--- src/opas_consts.vh ---
`ifndef OPAS_CONSTS_VH
`define OPAS_CONSTS_VH
// access types
`define OPAS_ACC_ADDR   3'h0
`define OPAS_ACC_BRANCH 3'h1
`define OPAS_ACC_MODIFY 3'h2
`define OPAS_ACC_READ   3'h3
`define OPAS_ACC_VAR    3'h4
`define OPAS_ACC_WRITE  3'h5
// data types
`define OPAS_DT_BYTE    3'h0
`define OPAS_DT_WORD    3'h1
`define OPAS_DT_LONG    3'h2
`define OPAS_DT_QUAD    3'h3
`define OPAS_DT_FLOAT   3'h4
`define OPAS_DT_DFLOAT  3'h5
`define OPAS_DT_FIRST   3'h6
`define OPAS_DT_SECOND  3'h7
// addressing modes
`define OPAS_AM_REG     3'h0
`define OPAS_AM_REGDEF  3'h1
`define OPAS_AM_AUTOINC 3'h2
`define OPAS_AM_AUTODEC 3'h3
`define OPAS_AM_AIDEF   3'h4
`define OPAS_AM_DISP    3'h5
// register aliases
`define OPAS_REG_PC     4'hf
`define OPAS_REG_SP     4'he
`define OPAS_REG_FP     4'hd
`define OPAS_REG_AP     4'hc
// commands
`define OPAS_CMD_SPEC   2'h0
`define OPAS_CMD_INDEX  2'h1
`define OPAS_CMD_XLATE  2'h2
`define OPAS_CMD_ADD    2'h3
// translation escape code
`define OPAS_XL_ESC     8'h1b
// states
`define OPAS_ST_IDLE    3'h0
`define OPAS_ST_MEMRD   3'h1
`define OPAS_ST_DEFRD   3'h2
`define OPAS_ST_MEMWR   3'h3
`define OPAS_ST_XLRD    3'h4
`define OPAS_ST_XLTBL   3'h5
`define OPAS_ST_XLWR    3'h6
`define OPAS_ST_DONE    3'h7
`endif

--- src/opas_unit.v ---
`timescale 1ns/1ps
`default_nettype none
`include "opas_consts.vh"

// Summary of operation
// RULE1: an address-type operand returns its effective address as a 32-bit longword.
// RULE2: a branch-type operand makes no memory access and returns the displacement sized by data type.
// RULE3: a memory modify operand is checked for read and write access, read, then written back only if changed; a register one is always written.
// RULE4: a read operand is only fetched and a write operand is only stored.
// RULE5: a variable operand returns a memory address, or names register n or the pair n+1:n.
// RULE6: eight data types are decoded: byte, word, long, quad, float, double, first and second.
// RULE7: registers 15, 14, 13 and 12 are program counter, stack, frame and argument pointers.
// RULE8: only the destination, auto-mode register updates and pc advance are written.
// RULE9: operands are evaluated one specifier at a time in issue order.
// RULE10: condition codes follow the stored, truncated result; the add takes v from bit 31 of the full sum.
// RULE11: autoincrement uses then bumps the register; autodecrement drops it first.
// RULE12: the add takes its meaning from data type; float types are flagged to a float unit.
// RULE13: index checks the subscript against limits, scales and offsets, or raises a range trap.
// RULE14: translation looks up each byte, stopping at end of input, output, or escape with overflow.
// RULE15: after translation carry is set when output outlasted input, else clear.
// RULE16: absolute mode is autoincrement deferred through the program counter.
// RULE17: abort stops mid-operation and leaves state as it is.
module opas_unit (
  input  wire        clk_sys,    // clock
  input  wire        srst,       // sync reset
  input  wire        req,        // start pulse
  input  wire [1:0]  cmd,        // command
  input  wire [2:0]  acc,        // access type
  input  wire [2:0]  dtype,      // data type
  input  wire [2:0]  dt_first,   // instruction first type
  input  wire [2:0]  dt_second,  // instruction second type
  input  wire [2:0]  amode,      // addressing mode
  input  wire [3:0]  rnum,       // register number
  input  wire [31:0] disp,       // displacement
  input  wire [31:0] wdata,      // data to write / operand a
  input  wire [31:0] opb,        // operand b / lower limit
  input  wire [31:0] opc,        // upper limit / table base
  input  wire [31:0] opd,        // element size / src addr
  input  wire [31:0] ope,        // offset / dst addr
  input  wire [15:0] len_in,     // translate input length
  input  wire [15:0] len_out,    // translate output length
  input  wire        abort,      // abort now
  input  wire [31:0] rf_rdata,   // register file read data
  output reg  [3:0]  rf_raddr,   // register file read addr
  output reg         rf_we,      // register write
  output reg  [3:0]  rf_waddr,   // register write addr
  output reg  [31:0] rf_wdata,   // register write data
  output reg         mem_rd,     // memory read
  output reg         mem_wr,     // memory write
  output reg         mem_chk,    // access check read+write
  output reg  [31:0] mem_addr,   // memory address
  output reg  [31:0] mem_wdata,  // memory write data
  output reg  [2:0]  mem_size,   // resolved data type
  input  wire        mem_ack,    // memory done
  input  wire [31:0] mem_rdata,  // memory read data
  output reg         done,       // completion pulse
  output reg  [31:0] result,     // operand or result
  output reg         is_reg,     // operand lives in register
  output reg         is_pair,    // register pair n+1:n
  output reg         is_float,   // float semantics needed
  output reg  [3:0]  ccode,      // n z v c
  output reg         trap_range  // subscript range trap
);
  reg [2:0]  st_r;
  reg [31:0] addr_r, data_r, src_r, dst_r;
  reg [15:0] lin_r, lout_r;
  reg        mod_r;
  reg [2:0]  dt_r;
  reg [3:0]  rsel_r;
  reg [2:0]  am_r;

  // resolve instruction-defined types
  wire [2:0] dt_eff = (dtype == `OPAS_DT_FIRST) ? dt_first :          // RULE6
                      (dtype == `OPAS_DT_SECOND) ? dt_second : dtype; // RULE6
  reg [31:0] osize;
  always @* begin
    case (dt_eff)
      `OPAS_DT_BYTE:   osize = 32'h1;
      `OPAS_DT_WORD:   osize = 32'h2;
      `OPAS_DT_QUAD,
      `OPAS_DT_DFLOAT: osize = 32'h8;
      default:         osize = 32'h4;
    endcase
  end
  wire dt_fl = (dt_eff == `OPAS_DT_FLOAT) || (dt_eff == `OPAS_DT_DFLOAT);

  // stored-result flags, sized by type
  function [3:0] nz_of;
    input [31:0] v;
    input [2:0]  t;
    begin
      case (t)
        `OPAS_DT_BYTE: nz_of = {v[7], v[7:0] == 8'h00, 2'b00};
        `OPAS_DT_WORD: nz_of = {v[15], v[15:0] == 16'h0000, 2'b00};
        default:       nz_of = {v[31], v == 32'h0, 2'b00};
      endcase
    end
  endfunction

  wire [31:0] sum   = wdata + opb;
  wire [31:0] dec_a = rf_rdata - osize;
  wire [31:0] ea    = (amode == `OPAS_AM_DISP) ? rf_rdata + disp : rf_rdata;
  wire signed [31:0] sub_s = wdata;
  wire [31:0] idx   = wdata * opd + ope;

  always @(posedge clk_sys) begin
    rf_we  <= 1'b0;
    mem_rd <= 1'b0;
    mem_wr <= 1'b0;
    mem_chk <= 1'b0;
    done   <= 1'b0;
    if (srst) begin
      st_r <= `OPAS_ST_IDLE;
      rf_raddr <= 4'h0;
      rf_waddr <= 4'h0;
      rf_wdata <= 32'h0;
      mem_addr <= 32'h0;
      mem_wdata <= 32'h0;
      mem_size <= 3'h0;
      result <= 32'h0;
      is_reg <= 1'b0;
      is_pair <= 1'b0;
      is_float <= 1'b0;
      ccode <= 4'h0;
      trap_range <= 1'b0;
      addr_r <= 32'h0;
      data_r <= 32'h0;
      src_r <= 32'h0;
      dst_r <= 32'h0;
      lin_r <= 16'h0;
      lout_r <= 16'h0;
      mod_r <= 1'b0;
      dt_r <= 3'h0;
      rsel_r <= 4'h0;
      am_r <= 3'h0;
    end else if (abort && st_r != `OPAS_ST_IDLE) begin
      st_r <= `OPAS_ST_IDLE; // RULE17
      done <= 1'b1;
    end else begin
      case (st_r)
        `OPAS_ST_IDLE: begin
          rf_raddr <= rnum;
          if (req) begin
            trap_range <= 1'b0;
            is_reg <= 1'b0;
            is_pair <= 1'b0;
            is_float <= dt_fl; // RULE12
            dt_r <= dt_eff;
            mem_size <= dt_eff;
            case (cmd)
              `OPAS_CMD_INDEX: begin
                done <= 1'b1;
                if (sub_s < $signed(opb) || sub_s > $signed(opc))
                  trap_range <= 1'b1; // RULE13
                else
                  result <= idx; // RULE13
              end
              `OPAS_CMD_ADD: begin
                done <= 1'b1;
                result <= sum;
                // n and z from the truncated stored sum; v from bit 31 of the full sum
                ccode <= nz_of(sum, dt_eff) |
                  {2'b00, (wdata[31] == opb[31]) && (sum[31] != wdata[31]), 1'b0}; // RULE10 RULE12
              end
              `OPAS_CMD_XLATE: begin
                src_r <= opd; dst_r <= ope; addr_r <= opc;
                lin_r <= len_in; lout_r <= len_out;
                ccode <= 4'h0;
                st_r <= `OPAS_ST_XLRD;
              end
              default: begin
                // one specifier per request keeps evaluation in issue order
                am_r <= amode; // RULE9
                rsel_r <= rnum;
                if (acc == `OPAS_ACC_BRANCH) begin
                  done <= 1'b1; // RULE2
                  result <= (dt_eff == `OPAS_DT_BYTE) ? {{24{disp[7]}}, disp[7:0]} :
                            {{16{disp[15]}}, disp[15:0]}; // RULE2
                end else if (amode == `OPAS_AM_REG) begin
                  done <= 1'b1;
                  is_reg <= 1'b1; // RULE5
                  is_pair <= (osize == 32'h8); // RULE5
                  result <= rf_rdata;
                  if (acc == `OPAS_ACC_WRITE || acc == `OPAS_ACC_MODIFY) begin
                    rf_we <= 1'b1; rf_waddr <= rnum; rf_wdata <= wdata; // RULE8
                  end
                end else begin
                  // autodecrement adjusts before access
                  addr_r <= (amode == `OPAS_AM_AUTODEC) ? dec_a : ea; // RULE11
                  if (amode == `OPAS_AM_AUTODEC) begin
                    rf_we <= 1'b1; rf_waddr <= rnum; rf_wdata <= dec_a; // RULE11 RULE8
                  end else if (amode == `OPAS_AM_AUTOINC || amode == `OPAS_AM_AIDEF) begin
                    // deferred bumps by a longword; pc here is absolute mode
                    rf_we <= 1'b1; rf_waddr <= rnum; // RULE16 RULE7
                    rf_wdata <= rf_rdata + ((amode == `OPAS_AM_AIDEF) ? 32'h4 : osize); // RULE11
                  end
                  if (amode == `OPAS_AM_AIDEF) begin
                    mem_rd <= 1'b1; mem_addr <= rf_rdata; mem_size <= `OPAS_DT_LONG; // RULE16
                    st_r <= `OPAS_ST_DEFRD;
                  end else begin
                    st_r <= `OPAS_ST_MEMRD;
                  end
                  data_r <= {29'h0, acc};
                end
              end
            endcase
          end
        end
        `OPAS_ST_DEFRD: if (mem_ack) begin
          addr_r <= mem_rdata;
          mem_size <= dt_r;
          st_r <= `OPAS_ST_MEMRD;
        end
        `OPAS_ST_MEMRD: begin
          // address in hand: act by access type
          case (data_r[2:0])
            `OPAS_ACC_ADDR, `OPAS_ACC_VAR: begin
              result <= addr_r; done <= 1'b1; st_r <= `OPAS_ST_IDLE; // RULE1 RULE5
            end
            `OPAS_ACC_WRITE: begin
              mem_wr <= 1'b1; mem_addr <= addr_r; mem_wdata <= wdata; // RULE4
              st_r <= `OPAS_ST_MEMWR;
            end
            default: begin
              mem_rd <= 1'b1; mem_addr <= addr_r; // RULE4
              mem_chk <= (data_r[2:0] == `OPAS_ACC_MODIFY); // RULE3
              st_r <= `OPAS_ST_DONE;
            end
          endcase
        end
        `OPAS_ST_DONE: if (mem_ack) begin
          result <= mem_rdata;
          if (data_r[2:0] == `OPAS_ACC_MODIFY && mem_rdata != wdata) begin
            mem_wr <= 1'b1; mem_wdata <= wdata; // RULE3
            st_r <= `OPAS_ST_MEMWR;
          end else begin
            done <= 1'b1; st_r <= `OPAS_ST_IDLE; // RULE3
          end
        end
        `OPAS_ST_MEMWR: if (mem_ack) begin
          done <= 1'b1; st_r <= `OPAS_ST_IDLE;
        end
        `OPAS_ST_XLRD: begin
          if (lin_r == 16'h0 || lout_r == 16'h0) begin
            ccode[0] <= (lin_r == 16'h0) && (lout_r != 16'h0); // RULE15
            done <= 1'b1; // RULE14
            st_r <= `OPAS_ST_IDLE;
          end else begin
            mem_rd <= 1'b1; // RULE14
            mem_addr <= src_r;
            mem_size <= `OPAS_DT_BYTE;
            st_r <= `OPAS_ST_XLTBL;
          end
        end
        `OPAS_ST_XLTBL: if (mem_ack) begin
          mem_rd <= 1'b1;
          mem_addr <= addr_r + {24'h0, mem_rdata[7:0]}; // RULE14
          st_r <= `OPAS_ST_XLWR;
        end
        `OPAS_ST_XLWR: if (mem_ack) begin
          if (mem_rdata[7:0] == `OPAS_XL_ESC) begin
            ccode[1] <= 1'b1; // RULE14
            done <= 1'b1;
            st_r <= `OPAS_ST_IDLE;
          end else begin
            // write ack is not awaited; next step reads straight away
            mem_wr <= 1'b1; // RULE14
            mem_addr <= dst_r;
            mem_wdata <= {24'h0, mem_rdata[7:0]};
            src_r <= src_r + 32'h1;
            dst_r <= dst_r + 32'h1;
            lin_r <= lin_r - 16'h1;
            lout_r <= lout_r - 16'h1;
            st_r <= `OPAS_ST_XLRD;
          end
        end
        default: st_r <= `OPAS_ST_IDLE;
      endcase
    end
  end
endmodule
`default_nettype wire

--- config.mk ---
export PLATFORM = sky130hd
export DESIGN_NAME = opas_unit
export DESIGN_NICKNAME = d
export VERILOG_FILES = /design/src/opas_unit.v
export VERILOG_INCLUDE_DIRS = /design/src
export SDC_FILE = /design/constraint.sdc
export NUM_CORES = 2
export LEC_CHECK = 0
export ABC_AREA = 1
export BUFFER_PORTS_ARGS = -buffer_cell sky130_fd_sc_hd__buf_2
export CORE_ASPECT_RATIO = 2
export CORE_UTILIZATION = 55
export DETAILED_ROUTE_END_ITERATION = 10
export PLACE_DENSITY = 0.75
export RECOVER_POWER = 100
export SLEW_MARGIN = 20
export SYNTH_ARGS = -nofsm -noshare
export SYNTH_HDL_FRONTEND = slang
export SYNTH_SLANG_ARGS = --single-unit
--- constraint.sdc ---
create_clock -name clk_sys -period 8.2 [get_ports clk_sys]
set_input_delay 0.41 -clock clk_sys [delete_from_list [all_inputs] [get_ports clk_sys]]
set_output_delay 0.41 -clock clk_sys [all_outputs]
set_load 0.05 [all_outputs]
==> flow_summary.toml, run 1 <==
[synthesis]
syn_area_sq_um = 44000
syn_avg_cell_area_sq_um = 6.52
synth_edf_count = 0
syn_nets = 7780
ys_types = 75
synth_top_family_by_area = "adder cells"
ys_warn_count = 0
synth_xor_area_frac = 0.0231
synth_mux_area_frac = 0
async_reset_ff_frac = 0
synthAdderAreaFrac = 0.278
synth_compound_area_frac = 0.158
yosys.area_share.simple = 0.260
synthCells = 6753
synth_seq_cells = 289
seq_area_frac_synth = 0.131
synth_ff_type = "dfxtp_1"

[global_route]
grt_pass1_wl_mm = 381
grt_overflow = 440
grt_max_degree = 102
global_route.usage.total = 0.638
grt_pass1_vias = 55747

[status]
status = "stopped before the end"
firstError = "[ERROR GRT-0116] Global routing finished with congestion. Check the congestion regions in the DRC Viewer."
stop_stage = "global routing"

[placement]
place.gp.congestion = 1.18
hpwl_mm = 196
io_buffers = 465

[cts]
cts_buffers = 31
clock_path_buffers = 3
numClockSinks = 289
cts_hold_buf = 1
cts_resized = 0
postCtsSetupRepairBufs = 0
cts-root-buf = "clkbuf_16"
htreeDepth = 1

[floorplanning]
rows = 146
die_y_um = 402
die_w_um = 202
io_pins = 466
start_util = 0.555
[synth_stat cells (all sizes together) (76+ instances only)]
library cell | number | area share
nand4 | 80 | 0.011
buf | 129 | 0.014
nand2 | 1599 | 0.14
o21ai | 402 | 0.046
nand3 | 317 | 0.037
inv | 1377 | 0.12
fa | 443 | 0.20
nor2 | 520 | 0.048
clkbuf | 193 | 0.016
dfxtp | 289 | 0.13
xor2 | 76 | 0.015
nor3 | 100 | 0.012
a21oi | 502 | 0.057
o211ai | 78 | 0.013
ha | 270 | 0.077
[layer usage]
layer / overflow / track usage
met3: 4 / 0.301
met4: 155 / 0.756
met2: 277 / 0.931
met1: 4 / 0.611
met5: 0 / 0.00363
[stage by stage]
stage / instances / cell area, sq um / hold slack [ps] / util / setup WS, ps
after CTS: 8075 / 48000 / 4.04 / 0.605 / 860
after detailed placement: 8018 / 47000 / 452 / 0.593 / 247
after global placement: 8018 / 47000 / 449 / 0.593 / 292
after floorplan: 6753 / 44000 / 441 / - / 1320
[kinds of logic after synthesis]
kind of cell / count (synthesis)
simple gates: 2715
buf+inv: 1702
compound gates: 1218
fa+ha+maj: 713
flops: 289
xor+xnor: 116
==> run 2: changes to the inputs <==
--- a/config.mk
+++ b/config.mk
@@ -8,10 +8,9 @@
 export LEC_CHECK = 0
 export ABC_AREA = 1
 export BUFFER_PORTS_ARGS = -buffer_cell sky130_fd_sc_hd__buf_2
-export CORE_ASPECT_RATIO = 2
-export CORE_UTILIZATION = 55
+export CORE_UTILIZATION = 40
 export DETAILED_ROUTE_END_ITERATION = 10
-export PLACE_DENSITY = 0.75
+export PLACE_DENSITY_LB_ADDON = 0.15
 export RECOVER_POWER = 100
 export SLEW_MARGIN = 20
 export SYNTH_ARGS = -nofsm -noshare
==> run 2 against run 1 <==
Synthesized cell count unchanged. The flow now finishes, with violations (capacitance limit, slew limit). Area after synthesis unchanged.
==> flow_summary.toml, run 2 <==
[sta]
hold_viol_final = 0
max_slew.worst_pin.slew_ps = 3890
drv_slew = 411
rsz0062_at_grt = "false"
max_clock_freq_mhz = 129
setup_tns_ps = 0
timing.final.crit_share = 0.943
fin_crit_ps = 7730
finalSetupViolCount = 0
slew_headroom = -1.59
clock_skew_ps = 43.1

[synthesis]
synthTopCellsByCount = "nand2_1 (1593), inv_1 (1343), a21oi_1 (501), nor2_1 (484), fa_1 (443)"
ys_warn_count = 0
syn_nets = 7780
yosysMostFrequentCell = "nand2_1"
syn_area_sq_um = 44000
yosysTopAreaCellShare = 0.201
synthCells = 6753
seq_area_frac_synth = 0.131
syn_avg_cell_area_sq_um = 6.52
synth_ff_type = "dfxtp_1"
synth_edf_count = 0
yosysTopAreaCell = "fa_1"
ys_types = 75
synth.area.top_cells = "fa_1 (20%), nand2_1 (14%), dfxtp_1 (13%), inv_1 (11%), ha_1 (7.7%)"
async_reset_ff_frac = 0
synth_seq_cells = 289

[layout]
area_growth_pct = 9.92
drive_above_1_share = 0.0804
final_cell_mix = "nand2_1 (1594), inv_1 (1348), a21oi_1 (501)"
fin_nets = 8037
layout_commonest_cell = "nand2_1"

[critical_path]
worstPathMaxFanout = 28
r2r_slack_ps = 960
r2r-end = "rf_wdata[9]"
start_kind = "primary input"
endpoint_kind = "flop"
cp_data_required_time_ps = 8650
critPathKind = "in2reg"
reg2reg_from = "st_r[0]"
rr_worst_depth = 12
cp.arrival_ps = 8180

[cts]
cts_tree = "yes"
htreeDepth = 2
postCtsSetupRepairBufs = 0
cts_hold_buf = 0
clk_latency_ps = 620
cts_resized = 0
cts-root-buf = "clkbuf_16"
clk_pin_slew_ps = 60
cts_buffers = 39
numClockSinks = 289
clock_path_buffers = 3

[status]
violations = "capacitance limit, slew limit"
status = "finished with violations"

[floorplanning]
die_area_sq_um = 111000
coreArea_sq_um = 109000
die_y_um = 334
die_w_um = 334
io_pins = 466
rows = 121
start_util = 0.404

[drt]
wirelength_mm = 223
wl_per_cell_um = 26.4
num_vias = 47817
dr.pass1.iters = 6
ant_nets = 0
drc = 0
drtIter0Drc = 5105
via_per_inst = 5.65

[global_route]
grt_overflow = 0
grt_pass1_wl_mm = 318
grt_pass1_vias = 45509
grt_max_degree = 102
global_route.usage.total = 0.394
antenna_found_initial = 23

[worst_hold_path]
holdCritStartpoint = "rnum[3]"
hold_class = "in2reg"
hold_depth = 3
min_to = "rf_raddr[3]"

[job]
drv_cap = 9

[placement]
hpwl_mm = 180
io_buffers = 465
place.gp.congestion = 1.07
## run 2: worst max-delay path by stage
stage	slack, ps	from	end
after detailed placement	730	wdata[16]	result[26]
final	470	wdata[0]	mem_wdata[28]
after global routing	660	wdata[0]	result[7]
after CTS	1310	wdata[16]	result[26]
after global placement	760	wdata[16]	result[24]
after floorplan	1320	opd[0]	result[26]
## run 2: per-layer routing
| layer | wire length, um | global-route usage |
|---|---|---|
| met4 | 18500 | 0.270 |
| met5 | 147 | 0 |
| met1 | 89500 | 0.506 |
| met3 | 21500 | 0.0827 |
| met2 | 93800 | 0.593 |
## run 2: through the flow
step / hold WS [ps] / setup slack [ps] / utilization / cell area (sq um) / std cells
2_1_floorplan: 441 / 1320 / - / 44000 / 6753
3_3_place_gp: 449 / 761 / 0.435 / 47400 / 8383
3_5_place_dp: 455 / 730 / 0.435 / 47400 / 8383
4_1_cts: 50.8 / 1310 / 0.446 / 48700 / 8452
5_1_grt: 56.1 / 662 / 0.444 / 48400 / 8456
6_report: 56.9 / 470 / 0.444 / 48400 / 8468
## run 2: worst max-delay path, cell delays in order
cell and delay [ps]:
buf_2 370, clkbuf_1 1240, inv_1 770, nand2_1 190, nand4_1 130, nor4_1 370
nand4_1 460, nand2_1 170, nand2_1 60, nand2_1 70, clkbuf_1 1580, inv_1 1020
clkbuf_2 690, nand3_1 440, a21oi_1 100
## run 2: logic make-up after synthesis
| logic type | after synthesis | synth area share |
|---|---|---|
| flops | 289 | 0.131 |
| fa+ha+maj | 713 | 0.278 |
| simple gates | 2715 | 0.260 |
| xor+xnor | 116 | 0.0231 |
| compound gates | 1218 | 0.158 |
| buf+inv | 1702 | 0.149 |
## run 2: layout make-up
cell class              count  area [sq um]
repair buffers            538          2670
clock inverters            19           194
well taps                1414          1770
clock buffers              50          1090
inverters                1380          5190
flip-flops and latches    289          5790
multi-input cells        4762         31700
fillers                 11818         60600
diodes                     16          40.0
Power of run 2 is not shown: default switching activity piles up to over one toggle a cycle in this logic, so the estimate is an artifact.
